`src/cal_params.svh`:
```
/*
 * Constants of the add/logic/branch datapath: register offsets,
 * status word bit positions, operand constants and reset values.
 * Assumes inclusion by bare name from every file that needs them.
 */
`ifndef CAL_PARAMS_SVH
`define CAL_PARAMS_SVH

// ----------------------------------------
// register byte offsets
// ----------------------------------------
`define CAL_A_SRC   8'h00
`define CAL_A_DST   8'h04
`define CAL_A_CMD   8'h08
`define CAL_A_SW    8'h0C
`define CAL_A_PC    8'h10
`define CAL_A_SP    8'h14

// ----------------------------------------
// status word bit positions
// ----------------------------------------
`define CAL_SW_C    0
`define CAL_SW_Z    1
`define CAL_SW_N    2
`define CAL_SW_IE   3
`define CAL_SW_HLT  4
`define CAL_SW_OSC  5
`define CAL_SW_V    8

// ----------------------------------------
// operand constants and reset values
// ----------------------------------------
`define CAL_K_ZERO  16'h0000
`define CAL_K_CMSK  16'h0001
`define CAL_K_NMSK  16'h0004
`define CAL_SP_STEP 16'h0002
`define CAL_RST_W   16'h0000

`endif

```
`src/cal_pkg.sv`:
```
/*
 * Types of the add/logic/branch datapath: operation codes,
 * command word, ALU answer and sequencer states.
 * Assumes nothing of its surroundings.
 */
package cal_pkg;

    typedef enum logic [3:0] {
        CAL_OP_COPY  = 4'h0,
        CAL_OP_ADD   = 4'h1,
        CAL_OP_ADDCI = 4'h2,
        CAL_OP_AND   = 4'h3,
        CAL_OP_BIT   = 4'h4,
        CAL_OP_BCLR  = 4'h5,
        CAL_OP_BSET  = 4'h6,
        CAL_OP_JUMP  = 4'h7,
        CAL_OP_CALL  = 4'h8,
        CAL_OP_ZERO  = 4'h9,
        CAL_OP_CCLR  = 4'hA,
        CAL_OP_NCLR  = 4'hB
    } cal_op_t;

    typedef struct packed {
        logic    byte_sel;
        cal_op_t op;
    } cal_cmd_t;

    typedef struct packed {
        logic [15:0] res;
        logic        n;
        logic        z;
        logic        c;
        logic        v;
        logic        flag_we;
        logic        dst_we;
    } cal_alu_t;

    typedef enum logic [2:0] {
        CAL_ST_IDLE = 3'b000,
        CAL_ST_EXEC = 3'b001,
        CAL_ST_DEC  = 3'b010,
        CAL_ST_PUSH = 3'b011,
        CAL_ST_LOAD = 3'b100
    } cal_state_t;

endpackage

```
`src/cal_alu.sv`:
```
/*
 * Combinational ALU: sum, sum with carry, and, bit test,
 * clear bits, set bits and copy, in word or byte size.
 * Assumes operands and carry come from the same clock domain.
 */
`timescale 1ns/1ps
`default_nettype none
`include "cal_params.svh"

module cal_alu (
    input  wire cal_pkg::cal_cmd_t cmd,
    input  wire logic [15:0]       a,
    input  wire logic [15:0]       b,
    input  wire logic              cin,
    output var  cal_pkg::cal_alu_t out
);

    logic [16:0] sum_w;
    logic [8:0]  sum_b;
    logic        ci;
    logic        am;
    logic        bm;

    always_comb begin
        out = '0;
        ci = (cmd.op == cal_pkg::CAL_OP_ADDCI) ? cin : 1'b0;
        sum_w = {1'b0, a} + {1'b0, b} + {16'h0000, ci};
        sum_b = {1'b0, a[7:0]} + {1'b0, b[7:0]} + {8'h00, ci};
        // size bit picks word or byte
        am = cmd.byte_sel ? a[7] : a[15];
        bm = cmd.byte_sel ? b[7] : b[15];
        out.dst_we = (cmd.op != cal_pkg::CAL_OP_BIT);
        case (cmd.op)
            cal_pkg::CAL_OP_ADD,
            cal_pkg::CAL_OP_ADDCI: begin
                out.res = sum_w[15:0];
                out.c = cmd.byte_sel ? sum_b[8] : sum_w[16];
                out.flag_we = 1'b1;
            end
            cal_pkg::CAL_OP_AND,
            cal_pkg::CAL_OP_BIT: begin
                out.res = a & b;
                out.flag_we = 1'b1;
            end
            cal_pkg::CAL_OP_BCLR: out.res = ~a & b;
            cal_pkg::CAL_OP_BSET: out.res = a | b;
            default: out.res = a;
        endcase
        if (cmd.byte_sel) begin
            out.res[15:8] = 8'h00;
        end
        out.n = cmd.byte_sel ? out.res[7] : out.res[15];
        out.z = cmd.byte_sel ? (out.res[7:0] == 8'h00)
                             : (out.res == `CAL_K_ZERO);
        if (cmd.op == cal_pkg::CAL_OP_ADD || cmd.op == cal_pkg::CAL_OP_ADDCI) begin
            out.v = (am == bm) && (out.n != am);
        end else begin
            out.c = out.flag_we & ~out.z;
        end
    end

endmodule

`default_nettype wire

```
`src/cal_core.sv`:
```
/*
 * Add/logic/branch execution unit with an APB register file:
 * operand, command, status word, program counter, stack pointer.
 * Assumes an APB master on pclk and a stack memory that takes
 * one write strobe with address and data.
 */
// Functional notes
// - sum writes destination, source kept
// - sum sets N Z C V
// - sum with carry adds carry flag
// - carry from top bit, others alike
// - and: N top, Z, C not Z, V clear
// - bit test sets flags only
// - clear bits, flags untouched
// - set bits, flags untouched
// - mode bits never altered
// - jump loads source into counter
// - call: temp, sp minus 2, push, load
// - call pushes following address, flags kept
// - zero destination is copy of zero
// - carry clear via bit clear of 1
// - negative clear ands with 0FFFBh
// - size bit: 0 word, 1 byte
`timescale 1ns/1ps
`default_nettype none
`include "cal_params.svh"

module cal_core (
    input  wire logic        pclk,
    input  wire logic        presetn,
    input  wire logic        psel,
    input  wire logic        penable,
    input  wire logic        pwrite,
    input  wire logic [7:0]  paddr,
    input  wire logic [31:0] pwdata,
    output var  logic [31:0] prdata,
    output var  logic        pready,
    output var  logic        pslverr,
    output var  logic        stack_we,
    output var  logic [15:0] stack_addr,
    output var  logic [15:0] stack_data
);

    // ----------------------------------------
    // state
    // ----------------------------------------
    logic [15:0]          src;
    logic [15:0]          dst;
    logic [15:0]          pc;
    logic [15:0]          sp;
    logic [15:0]          sw;
    logic [15:0]          tmp;
    cal_pkg::cal_cmd_t    cmd;
    cal_pkg::cal_state_t  state;
    cal_pkg::cal_state_t  next_state;
    cal_pkg::cal_cmd_t    alu_cmd;
    cal_pkg::cal_alu_t    alu;
    logic [15:0]          alu_a;
    logic [15:0]          alu_b;
    logic [15:0]          rd_val;
    logic                 hit;
    logic                 wr;
    logic                 ex;
    logic                 start;
    logic                 to_sw;
    logic                 w_src;
    logic                 w_dst;
    logic                 w_cmd;
    logic                 w_sw;
    logic                 w_pc;
    logic                 w_sp;

    // ----------------------------------------
    // apb decode
    // ----------------------------------------
    assign wr    = psel & penable & pready & pwrite;
    assign w_src = wr && (paddr == `CAL_A_SRC);
    assign w_dst = wr && (paddr == `CAL_A_DST);
    assign w_cmd = wr && (paddr == `CAL_A_CMD);
    assign w_sw  = wr && (paddr == `CAL_A_SW);
    assign w_pc  = wr && (paddr == `CAL_A_PC);
    assign w_sp  = wr && (paddr == `CAL_A_SP);
    assign ex    = (state == cal_pkg::CAL_ST_EXEC);
    assign start = w_cmd && (state == cal_pkg::CAL_ST_IDLE);

    always_comb begin
        hit = 1'b1;
        rd_val = `CAL_K_ZERO;
        if (paddr == `CAL_A_SRC) begin
            rd_val = src;
        end else if (paddr == `CAL_A_DST) begin
            rd_val = dst;
        end else if (paddr == `CAL_A_CMD) begin
            rd_val = {7'h00, (state != cal_pkg::CAL_ST_IDLE), 3'h0, cmd};
        end else if (paddr == `CAL_A_SW) begin
            rd_val = sw;
        end else if (paddr == `CAL_A_PC) begin
            rd_val = pc;
        end else if (paddr == `CAL_A_SP) begin
            rd_val = sp;
        end else begin
            hit = 1'b0;
        end
    end

    // one wait state, answer registered
    always_ff @(posedge pclk or negedge presetn) begin
        if (!presetn) begin
            pready <= 1'b0;
        end else begin
            pready <= psel & penable & ~pready;
        end
    end

    always_ff @(posedge pclk or negedge presetn) begin
        if (!presetn) begin
            prdata  <= 32'h00000000;
            pslverr <= 1'b0;
        end else if (psel & penable & ~pready) begin
            prdata  <= {16'h0000, rd_val};
            pslverr <= ~hit;
        end
    end

    // ----------------------------------------
    // operand mapping
    // ----------------------------------------
    always_comb begin
        alu_cmd = cmd;
        alu_a = src;
        alu_b = dst;
        to_sw = 1'b0;
        case (cmd.op)
            cal_pkg::CAL_OP_ZERO: begin
                alu_cmd.op = cal_pkg::CAL_OP_COPY;
                alu_a = `CAL_K_ZERO;
            end
            cal_pkg::CAL_OP_CCLR: begin
                alu_cmd = '{byte_sel: 1'b0, op: cal_pkg::CAL_OP_BCLR};
                alu_a = `CAL_K_CMSK;
                alu_b = sw;
                to_sw = 1'b1;
            end
            cal_pkg::CAL_OP_NCLR: begin
                alu_cmd = '{byte_sel: 1'b0, op: cal_pkg::CAL_OP_BCLR};
                alu_a = `CAL_K_NMSK;
                alu_b = sw;
                to_sw = 1'b1;
            end
            cal_pkg::CAL_OP_JUMP: begin
                alu_cmd = '{byte_sel: 1'b0, op: cal_pkg::CAL_OP_COPY};
                alu_b = pc;
            end
            default: ;
        endcase
    end

    cal_alu u_alu (
        .cmd (alu_cmd),
        .a   (alu_a),
        .b   (alu_b),
        .cin (sw[`CAL_SW_C]),
        .out (alu)
    );

    // ----------------------------------------
    // sequencer
    // ----------------------------------------
    always_comb begin
        next_state = state;
        case (state)
            cal_pkg::CAL_ST_IDLE: begin
                if (start) begin
                    if (cal_pkg::cal_op_t'(pwdata[3:0]) == cal_pkg::CAL_OP_CALL) begin
                        next_state = cal_pkg::CAL_ST_DEC;
                    end else begin
                        next_state = cal_pkg::CAL_ST_EXEC;
                    end
                end
            end
            cal_pkg::CAL_ST_DEC:  next_state = cal_pkg::CAL_ST_PUSH;
            cal_pkg::CAL_ST_PUSH: next_state = cal_pkg::CAL_ST_LOAD;
            default:              next_state = cal_pkg::CAL_ST_IDLE;
        endcase
    end

    always_ff @(posedge pclk or negedge presetn) begin
        if (!presetn) begin
            state <= cal_pkg::CAL_ST_IDLE;
        end else begin
            state <= next_state;
        end
    end

    always_ff @(posedge pclk or negedge presetn) begin
        if (!presetn) begin
            cmd <= '{byte_sel: 1'b0, op: cal_pkg::CAL_OP_COPY};
        end else if (start) begin
            cmd <= cal_pkg::cal_cmd_t'(pwdata[4:0]);
        end
    end

    // ----------------------------------------
    // register writes, execution wins
    // ----------------------------------------
    // source only written by software
    always_ff @(posedge pclk or negedge presetn) begin
        if (!presetn) begin
            src <= `CAL_RST_W;
        end else if (w_src) begin
            src <= pwdata[15:0];
        end
    end

    always_ff @(posedge pclk or negedge presetn) begin
        if (!presetn) begin
            dst <= `CAL_RST_W;
        end else if (ex && alu.dst_we && !to_sw && cmd.op != cal_pkg::CAL_OP_JUMP) begin
            dst <= alu.res;
        end else if (w_dst) begin
            dst <= pwdata[15:0];
        end
    end

    always_ff @(posedge pclk or negedge presetn) begin
        if (!presetn) begin
            sw <= `CAL_RST_W;
        end else if (ex && to_sw) begin
            sw <= alu.res;
        end else if (ex && alu.flag_we) begin
            sw[`CAL_SW_N] <= alu.n;
            sw[`CAL_SW_Z] <= alu.z;
            sw[`CAL_SW_C] <= alu.c;
            sw[`CAL_SW_V] <= alu.v;
        end else if (w_sw) begin
            sw <= pwdata[15:0];
        end
    end

    always_ff @(posedge pclk or negedge presetn) begin
        if (!presetn) begin
            tmp <= `CAL_RST_W;
        end else if (start) begin
            tmp <= src;
        end
    end

    always_ff @(posedge pclk or negedge presetn) begin
        if (!presetn) begin
            sp <= `CAL_RST_W;
        end else if (state == cal_pkg::CAL_ST_DEC) begin
            sp <= sp - `CAL_SP_STEP;
        end else if (w_sp) begin
            sp <= pwdata[15:0];
        end
    end

    always_ff @(posedge pclk or negedge presetn) begin
        if (!presetn) begin
            pc <= `CAL_RST_W;
        end else if (ex && cmd.op == cal_pkg::CAL_OP_JUMP) begin
            pc <= alu.res;
        end else if (state == cal_pkg::CAL_ST_LOAD) begin
            pc <= tmp;
        end else if (w_pc) begin
            pc <= pwdata[15:0];
        end
    end

    always_ff @(posedge pclk or negedge presetn) begin
        if (!presetn) begin
            stack_we   <= 1'b0;
            stack_addr <= `CAL_RST_W;
            stack_data <= `CAL_RST_W;
        end else begin
            stack_we <= (state == cal_pkg::CAL_ST_PUSH);
            if (state == cal_pkg::CAL_ST_PUSH) begin
                stack_addr <= sp;
                stack_data <= pc;
            end
        end
    end

    // ----------------------------------------
    // checks
    // ----------------------------------------
    logic [16:0] add_chk;
    logic [15:0] sum_with_carry_in_chk;
    logic        add_co;
    logic [2:0]  mode;

    assign add_chk  = {1'b0, src} + {1'b0, dst};
    assign add_co   = add_chk[16];
    assign sum_with_carry_in_chk = src + dst + {15'h0000, sw[`CAL_SW_C]};
    assign mode     = {sw[`CAL_SW_OSC], sw[`CAL_SW_HLT], sw[`CAL_SW_IE]};
endmodule

`default_nettype wire

```
`config.mk`:
```
export PLATFORM = sky130hd
export DESIGN_NAME = cal_core
export DESIGN_NICKNAME = d
export VERILOG_FILES = /design/src/cal_pkg.sv /design/src/cal_alu.sv /design/src/cal_core.sv
export VERILOG_INCLUDE_DIRS = /design/src
export SDC_FILE = /design/constraint.sdc
export NUM_CORES = 1
export LEC_CHECK = 0
export BUFFER_PORTS_ARGS = -buffer_cell sky130_fd_sc_hd__buf_2
export CAP_MARGIN = 20
export CORE_MARGIN = 3
export CORE_UTILIZATION = 65
export DETAILED_ROUTE_END_ITERATION = 16
export GPL_TIMING_DRIVEN = 0
export PLACE_DENSITY = 0.9
export SYNTH_ARGS = -nofsm -noshare
export SYNTH_HDL_FRONTEND = slang
export SYNTH_SLANG_ARGS = --single-unit
```
`constraint.sdc`:
```
create_clock -name pclk -period 12.3 [get_ports pclk]
set_clock_uncertainty 0.1 [all_clocks]
set_input_delay 1.23 -clock pclk [delete_from_list [all_inputs] [get_ports pclk]]
set_output_delay 1.23 -clock pclk [all_outputs]
set_load 0.005 [all_outputs]
```
==> results.yml, run 1 <==
status:
  status: "finished clean"
yosys:
  syn_avg_cell_area_sq_um: 8.60
  syn_area_sq_mm: 0.0104
  synth_top_family_by_area: "compound AO/OA/AOI/OAI gates"
  synth-compound-area-share_pct: 23.6
  synthAdderAreaFrac_pct: 4.25
  ys_ff_latch: 155
  synth_flop_cell: "dfrtp_1"
  synth_xor_xnor_area_share_pct: 0.676
  seq_area_frac_synth_pct: 37.4
  synthMuxAreaShare_pct: 9.59
  syn-instance-count: 1206
  synth_edf_count: 0
  synth-warning-count: 0
  synth-simple-area-share_pct: 18.1
  async_flop_share_pct: 100
  synth.distinct_cells: 75
floorplanning:
  boundaryPins: 112
  row_count: 45
  die_h_um: 132
  start_util_pct: 67.2
  die_width_um: 132
  dieArea_sq_mm: 0.0175
  coreArea_sq_mm: 0.0154
clock_network:
  cts_tree: "built"
  ctsResizeCount: 0
  cts.clk_slew.worst_paths_ns: 0.07
  insertion_delay_ns: 0.44
  cts.sinks: 155
  ctsHoldBuffers: 0
  cts_inserted_buffers: 17
  htreeDepth: 4
  cts_setup_buffers: 0
  root_buffer: "clkbuf_16"
  cts-root-to-sink-buffers: 2
global_routing:
  grt_pass1_wl_mm: 59.8
  grt_usage_pct: 44.0
  antenna_found_initial: 1
  grt_max_degree: 93
  first_global_vias: 10400
  grt_remaining_overflow: 0
finish:
  fillers: 1066
  nets: 1401
  areaGrowthSynthToFinish_pct: 13.6
  layout_commonest_cell: "nand2_1"
  fin_util_pct: 76.3
  mostFrequentLayoutCells: "nand2_1 (222), dfrtp_1 (155), buf_2 (89)"
  design_area_sq_mm: 0.0118
  drive_gt1_share_pct: 15.7
  antenna_cells: 0
setup_path:
  worstReg2RegStart: "cmd[0]"
  r2r_end: "sw[0]"
  rr_worst_depth: 16
  crit_slowest_cell: "a221oi_1"
  endpoint: "sw[0]"
  path_class: "reg -> reg"
  path_cells: "buf_2 -> buf_1 -> clkbuf_1 -> nand2_1 -> o21ai_0 -> inv_1 -> fa_1 -> fa_1 -> a211oi_1 -> nor2_1 -> xnor2_1 -> a221oi_1 -> o2111ai_1 -> nor4_1 -> nand4b_1 -> o311a_1"
  startpoint_type: "flop"
  cp_slowest_stage_delay_ns: 0.91
  cp.arrival_ns: 6.53
  required_ns: 12.53
  crit_fanout: 10
  critical_path.startpoint: "cmd[0]"
  worstSetupEndpointType: "flop"
  cp_common_cell: "fa_1"
  r2r_slack_ns: 6.00
power_and_ir_drop:
  clkPwrFrac_pct: 49.2
  combPwrFrac_pct: 6.1
  p_seq_share_pct: 44.7
  vdd_drop_max_v: 0.000105
  p_sw_mw: 0.278
  power.leakage_nw: 5.49
  p_int_mw: 0.897
  power_density_mw_per_mm2: 99.8
  switching_share_pct: 23.6
detailed_routing:
  ant_nets: 0
  drc_errors: 0
  wl_per_cell_um: 25.4
  wl_mm: 39.2
  drt_iter0_markers: 1757
  dr_total_vias: 10900
  firstDrtPassIters: 10
  routed_via_density: 7.02
hold_path:
  hold_start: "prdata[4]"
  hp-class: "reg -> reg"
timing:
  drv_slew: 0
  final_hold_viol_count: 0
  finalSetupViolCount: 0
  holdWs_ns: 0.376
  fin_tns_setup_ns: 0
  slew_headroom_pct: 29.3
  tightest_slew_ns: 1.06
  rsz0062_at_grt: "false"
  finalCriticalPeriod_ns: 6.30
  fin_crit_sh_pct: 51.2
  fmax_mhz: 159
job:
  max_cap_violations: 0
placed_design:
  placed_cell_area_sq_mm: 0.0111
  gp_congestion: 1.03
  dp_hpwl_mm: 28.3
  portBuffers: 77
metrics by stage:
step | total power, mW | std cells | setup slack, ns
global route | 1.20 | 1546 | 5.89
floorplan | 0.565 | 1221 | 7.99
global placement | 0.599 | 1509 | 6.36
detailed placement | 0.603 | 1511 | 6.40
CTS | 1.17 | 1543 | 6.36
finish | 1.18 | 1546 | 6.00
power by group through the flow:
stage / clock [mW] / combinational, mW / sequential (mW)
finish: 0.578 / 0.0719 / 0.525
floorplan: 0 / 0.0315 / 0.533
global route: 0.593 / 0.0777 / 0.526
detailed placement: 0 / 0.0690 / 0.534
CTS: 0.571 / 0.0699 / 0.525
global placement: 0 / 0.0658 / 0.534
cell usage after synthesis (all sizes together) (22+ instances only):
cell type | number | area share (%)
ha | 32 | 3.9
clkbuf | 57 | 2.1
nand2 | 222 | 8.0
a21oi | 60 | 2.9
o21ai | 90 | 4.3
nand3 | 22 | 1.1
inv | 48 | 1.7
mux2 | 51 | 5.5
buf | 40 | 2.5
a22oi | 33 | 2.4
mux2i | 42 | 4.1
dfrtp | 155 | 37
nor2 | 63 | 2.3
area by class of cell:
class | count | area (sq um) | area share, %
well taps | 211 | 264 | 2.24
clock buffers | 20 | 457 | 3.88
clock inverters | 12 | 184 | 1.56
inverters | 48 | 180 | 1.53
flip-flops and latches | 155 | 3880 | 32.9
repair buffers | 82 | 447 | 3.79
plain buffers | 97 | 477 | 4.05
multi-input cells | 921 | 5890 | 50.0
registers in the layout (all words and copies together), names as in the netlist, 3 cells and up:
register,count
cmd,5
dst,16
pc,16
prdata,16
sp,16
src,16
stack_addr,16
stack_data,16
state,3
sw,16
tmp,16
metal layers:
metal  GRT usage [%]  share of wire [%]
met4            25.1                7.3
met1            53.4                 35
met2            70.4                 45
met3            13.0                 13
met5               0              0.023
logic make-up (layout without fill, tap and decap cells):
group | count (synthesis) | after routing
DFF | 155 | 155
adders and majority gates | 34 | 34
and+or+nand+nor | 411 | 411
xor gates and xnor gates | 8 | 8
other | 1 | 16
muxes | 93 | 93
buffers and inverters | 145 | 259
AOI/OAI and AO/OA | 359 | 359
worst min-delay path by stage:
stage,to,slack [ns],cells after the start
final,prdata[4],0.38,2
after global routing,stack_data[6],0.40,2
after CTS,prdata[4],0.38,2
after detailed placement,stack_addr[8],0.36,2
after global placement,stack_addr[7],0.35,2
after floorplan,stack_addr[0],0.36,2
critical path: cells and delay by family (launching register included):
kind / cells / cell delay, ns
adders and majority gates: 2 / 0.92
xor gates and xnor gates: 1 / 0.16
buffers and inverters: 4 / 1.48
AOI/OAI and AO/OA: 5 / 2.17
DFF: 1 / 0.38
and+or+nand+nor: 4 / 0.96
Power figures use the tool's default switching activity.
==> run 2, diff against run 1 <==
Settings changed: CORE_UTILIZATION 65 to 60, PLACE_DENSITY 0.9 to 0.84.
Clock period 12.3 ns to 6.52 ns, I/O delays scaled along.
==> run 2 against run 1 <==
Net effect:
- wire length fell by 4.8%
- largest cell class unchanged
- power rose by 74%
- count of clock-buffer cells in the layout fell by 1
- critical endpoint unchanged
- maximum frequency rose by 1.5%
- highest routed layer is now met4
- via count fell by 3.9%
- clock power rose by 60%
- cell count rose by 0.52%
- setup slack got worse by 5.7 ns
- critical path type unchanged
- cell area fell by 0.74%
==> results.yml, run 2 (synthesized netlist as in run 1, its figures left out) <==
power_and_ir_drop:
  power_density_mw_per_mm2: 175
  p_seq_share_pct: 48.4
  finalPower_mw: 2.05
  vdd_drop_max_v: 0.000176
  clkPwrFrac_pct: 45.2
  p_int_mw: 1.53
  combPwrFrac_pct: 6.5
  p_sw_mw: 0.515
  switching_share_pct: 25.2
  power.leakage_nw: 5.44
setup_path:
  r2r_end: "sw[0]"
  worstReg2RegStart: "cmd[0]"
  rr_worst_depth: 16
  cp.arrival_ns: 6.42
  worstSetupEndpointType: "flop"
  r2r_slack_ns: 0.31
  path_class: "reg -> reg"
  crit_fanout: 10
  startpoint_type: "flop"
  required_ns: 6.74
timing:
  holdWs_ns: 0.0787
  slew_headroom_pct: 20.8
  rsz0062_at_grt: "false"
  fin_tns_setup_ns: 0
  finalSetupViolCount: 0
  fmax_mhz: 161
  fin_crit_sh_pct: 95.2
  fin_ws_ns: 0.311
  finalCriticalPeriod_ns: 6.21
  final_hold_viol_count: 0
  tightest_slew_ns: 1.18
  drv_slew: 0
job:
  max_cap_violations: 0
placed_design:
  placed_cell_area_sq_mm: 0.0111
  placed_cells: 1520
  dp_hpwl_mm: 28.3
  gp_congestion: 0.972
  pre_cts_ws_ns: 0.631
  portBuffers: 77
detailed_routing:
  wl_met1_mm: 14.1
  top_layer: "met4"
  drc_errors: 0
  firstDrtPassIters: 6
  drt_iter0_markers: 1240
  wl_per_cell_um: 24.0
  wl_met2_mm: 17.2
  route.met3.wl_mm: 4.17
  routed_via_density: 6.71
  ant_nets: 0
  wl_mm: 37.3
  dr_total_vias: 10400
clock_network:
  cts_inserted_buffers: 17
  cts.sinks: 155
  htreeDepth: 4
  cts_setup_buffers: 0
  ctsResizeCount: 0
  cts_tree: "built"
  ctsHoldBuffers: 0
  cts.clk_slew.worst_paths_ns: 0.07
  root_buffer: "clkbuf_16"
  insertion_delay_ns: 0.43
  cts-root-to-sink-buffers: 2
global_routing:
  first_global_vias: 9933
  grt_remaining_overflow: 0
  antenna_found_initial: 0
  grt_pass1_wl_mm: 56.9
  grt_usage_pct: 39.8
  grt_max_degree: 104
floorplanning:
  boundaryPins: 112
  coreArea_sq_mm: 0.0168
  dieArea_sq_mm: 0.0189
  die_h_um: 137
  die_width_um: 137
  start_util_pct: 61.9
  row_count: 47
finish:
  areaGrowthSynthToFinish_pct: 12.7
  nets: 1400
  layout_commonest_cell: "nand2_1"
  fin_cells: 1554
  antenna_cells: 0
  mostFrequentLayoutCells: "nand2_1 (222), dfrtp_1 (155), buf_2 (90)"
  drive_gt1_share_pct: 15.7
  fin_util_pct: 69.7
  design_area_sq_mm: 0.0117
hold_path:
  hp-class: "in -> async"
status:
  status: "finished clean"
[run 2: cell types whose count changed in the layout (fill, tap and decap cells not counted)]
cell and delta:
bufinv_16 -4, clkinvlp_4 +1, clkinv_4 +3, clkbuf_4 -1, clkbuf_8 -1, buf_4 -1
inv_8 +1, buf_2 +1
[run 2: area by class of cell]
| type | count | area (sq um) |
|---|---|---|
| Sequential cell | 155 | 3880 |
| Fill cell | 1365 | 5070 |
| Clock buffer | 19 | 443 |
| Timing Repair Buffer | 81 | 437 |
| Tap cell | 220 | 275 |
| Clock inverter | 13 | 109 |
| Inverter | 48 | 180 |
| Buffer | 97 | 477 |
| Multi-Input combinational cell | 921 | 5890 |
[run 2: how the worst max path moves through the flow]
stage / start / slack, ns / end / cells after the start
finish: cmd[0] / 0.31 / sw[0] / 16
global route: cmd[0] / 0.36 / sw[0] / 16
CTS: cmd[0] / 0.62 / sw[0] / 16
detailed placement: cmd[0] / 0.63 / sw[0] / 16
global placement: cmd[0] / 0.68 / sw[0] / 16
floorplan: cmd[3] / 2.21 / sw[0] / 17
[run 2: per-layer routing]
layer	vias up	track usage (%)
met5	-	0
li1	4576	-
met3	142	7.71
met2	758	64.0
met1	4952	51.1
met4	0	20.1
[run 2: worst max-delay path, stage by stage (launching register included)]
cell	delay (ns)
dfrtp_1	0.38
buf_2	0.29
buf_1	0.56
clkbuf_1	0.64
nand2_1	0.10
o21ai_0	0.15
inv_1	0.11
fa_1	0.49
fa_1	0.44
a211oi_1	0.45
nor2_1	0.12
xnor2_1	0.17
a221oi_1	0.83
o2111ai_1	0.22
nor4_1	0.36
nand4b_1	0.26
o311a_1	0.42
[run 2: power groups by stage]
stage	logic, mW	clock network (mW)	registers, mW
3_5_place_dp	0.129	0	1.01
5_1_grt	0.146	0.967	0.991
6_report	0.132	0.925	0.990
3_3_place_gp	0.124	0	1.01
2_1_floorplan	0.0594	0	1.01
4_1_cts	0.130	0.922	0.990
==> run 3, diff against run 2 <==
--- a/config.mk
+++ b/config.mk
@@ -13,4 +13,5 @@
 export DETAILED_ROUTE_END_ITERATION = 16
 export GPL_TIMING_DRIVEN = 0
+export MAX_ROUTING_LAYER = met4
 export PLACE_DENSITY = 0.84
 export SYNTH_ARGS = -nofsm -noshare
--- a/constraint.sdc
+++ b/constraint.sdc
@@ -3,3 +3,3 @@
 set_input_delay 0.652 -clock pclk [delete_from_list [all_inputs] [get_ports pclk]]
 set_output_delay 0.652 -clock pclk [all_outputs]
-set_load 0.005 [all_outputs]
+set_load 0.01 [all_outputs]
==> run 3 against run 2 <==
Net effect:
- maximum frequency is 2.3% higher
- global-route usage up 0.78 points
- via count rose by 1.3%
- flip-flop and latch count did not move
- hold slack worse by 0.0072 ns
- cell area increased by 0.49%
- register-to-register slack improved by 0.14 ns
- critical path depth stayed put
- cell count about the same
- power is 5.8% higher
- critical path type unchanged
- critical endpoint unchanged
- highest routed layer unchanged
==> results.yml, run 3 (synthesized netlist as in run 1, its figures left out) <==
status:
  status: "finished clean"
power_and_ir_drop:
  p_int_mw: 1.64
  power_density_mw_per_mm2: 184
  switching_share_pct: 24.2
  power.leakage_nw: 5.46
  vdd_drop_max_v: 0.000205
  combPwrFrac_pct: 6.5
  p_seq_share_pct: 45.7
  p_sw_mw: 0.524
  clkPwrFrac_pct: 47.8
finish:
  antenna_cells: 0
  mostFrequentLayoutCells: "nand2_1 (222), dfrtp_1 (155), buf_2 (89)"
  nets: 1400
  areaGrowthSynthToFinish_pct: 13.3
  fin_cells: 1553
  layout_commonest_cell: "nand2_1"
  drive_gt1_share_pct: 15.6
clock_network:
  cts.sinks: 155
  ctsResizeCount: 0
  htreeDepth: 4
  cts_setup_buffers: 0
  ctsHoldBuffers: 0
  cts-root-to-sink-buffers: 2
  root_buffer: "clkbuf_16"
  cts.clk_slew.worst_paths_ns: 0.07
  cts_tree: "built"
  cts_inserted_buffers: 17
  insertion_delay_ns: 0.44
setup_path:
  worstReg2RegStart: "cmd[0]"
  path_cells: "buf_2 -> buf_1 -> clkbuf_1 -> nand2_1 -> o21ai_0 -> inv_1 -> fa_1 -> fa_1 -> a211oi_1 -> nor2_1 -> xnor2_1 -> a221oi_1 -> o2111ai_1 -> nor4_1 -> nand4b_1 -> o311a_1"
  r2r_end: "sw[0]"
  cp.arrival_ns: 6.29
  path_class: "reg -> reg"
  r2r_slack_ns: 0.45
  crit_fanout: 10
  crit_slowest_cell: "a221oi_1"
  worstSetupEndpointType: "flop"
  required_ns: 6.74
  startpoint_type: "flop"
  rr_worst_depth: 16
  cp_common_cell: "fa_1"
  cp_slowest_stage_delay_ns: 0.83
detailed_routing:
  routed_via_density: 6.80
  firstDrtPassIters: 8
  drc_errors: 0
  dr_total_vias: 10600
  wl_mm: 37.2
  drt_iter0_markers: 1366
  wl_per_cell_um: 23.9
  ant_nets: 0
placed_design:
  pre_cts_ws_ns: 0.672
  portBuffers: 77
  dp_hpwl_mm: 27.6
  gp_congestion: 1.04
  placed_cells: 1520
global_routing:
  grt_usage_pct: 40.5
  antenna_found_initial: 0
  grt_max_degree: 104
  grt_remaining_overflow: 0
  grt_pass1_wl_mm: 56.6
  first_global_vias: 10000
timing:
  final_hold_viol_count: 0
  drv_slew: 0
  rsz0062_at_grt: "false"
  finalCriticalPeriod_ns: 6.07
  finalSetupViolCount: 0
  tightest_slew_ns: 1.13
  fin_ws_ns: 0.453
  fmax_mhz: 165
  fin_tns_setup_ns: 0
  fin_crit_sh_pct: 93.1
  slew_headroom_pct: 24.4
hold_path:
  hp-class: "in -> async"
floorplanning:
  die_h_um: 137
  row_count: 47
  dieArea_sq_mm: 0.0189
  start_util_pct: 61.9
  coreArea_sq_mm: 0.0168
  boundaryPins: 112
  die_width_um: 137
job:
  max_cap_violations: 0
==> run 3: layer usage <==
layer	GRT usage (%)	vias to the layer above	routed length, um
li1	-	4587	-
met1	51.4	4998	14000
met2	63.2	792	17100
met3	8.44	184	4430
met4	17.5	0	1730
met5	-	-	0
==> run 3: worst max path at each step <==
stage,startpoint,end,slack [ns],cells after the start
2_1_floorplan,cmd[3],sw[0],2.21,17
3_3_place_gp,cmd[0],sw[0],0.66,16
3_5_place_dp,cmd[0],sw[0],0.67,16
4_1_cts,cmd[0],sw[0],0.62,16
5_1_grt,cmd[0],sw[0],0.20,16
6_report,cmd[0],sw[0],0.45,16
==> run 3: metrics by stage <==
stage          hold slack (ns)  power [mW]  cell area [sq um]  util, %
4_1_cts                 0.0872        2.16              11700     70.0
6_report                0.0715        2.17              11700     70.1
5_1_grt                  0.113        2.22              11700     70.1
2_1_floorplan            0.256        1.07              10400        -
3_5_place_dp             0.359        1.14              11100     66.4
3_3_place_gp             0.355        1.14              11100     66.1
==> run 3: area by class of cell <==
cell class                 instances  area (sq um)
clock buffer                      19           443
tap                              220           275
timing repair buffer              81           439
fill                            1315          5010
multi-input combinational        921          5890
inverter                          48           180
buffer                            97           477
clock inverter                    12           164
sequential                       155          3880
==> run 3: power by group through the flow <==
stage,sequential [mW],combinational [mW],clock [mW]
after CTS,0.990,0.138,1.03
after global routing,0.991,0.153,1.07
after detailed placement,1.01,0.137,0
after floorplan,1.01,0.0615,0
after global placement,1.01,0.132,0
final,0.990,0.140,1.04
==> run 3: worst max-delay path, delay by kind of cell (launching register included) <==
kind                     cells  cell delay (ns)
XOR/XNOR                     1             0.15
AND/OR/NAND/NOR              4             0.90
buffers and inverters        4             1.40
AO/OA/AOI/OAI                5             2.08
adder cells (fa/ha/maj)      2             0.95
flip-flops                   1             0.36
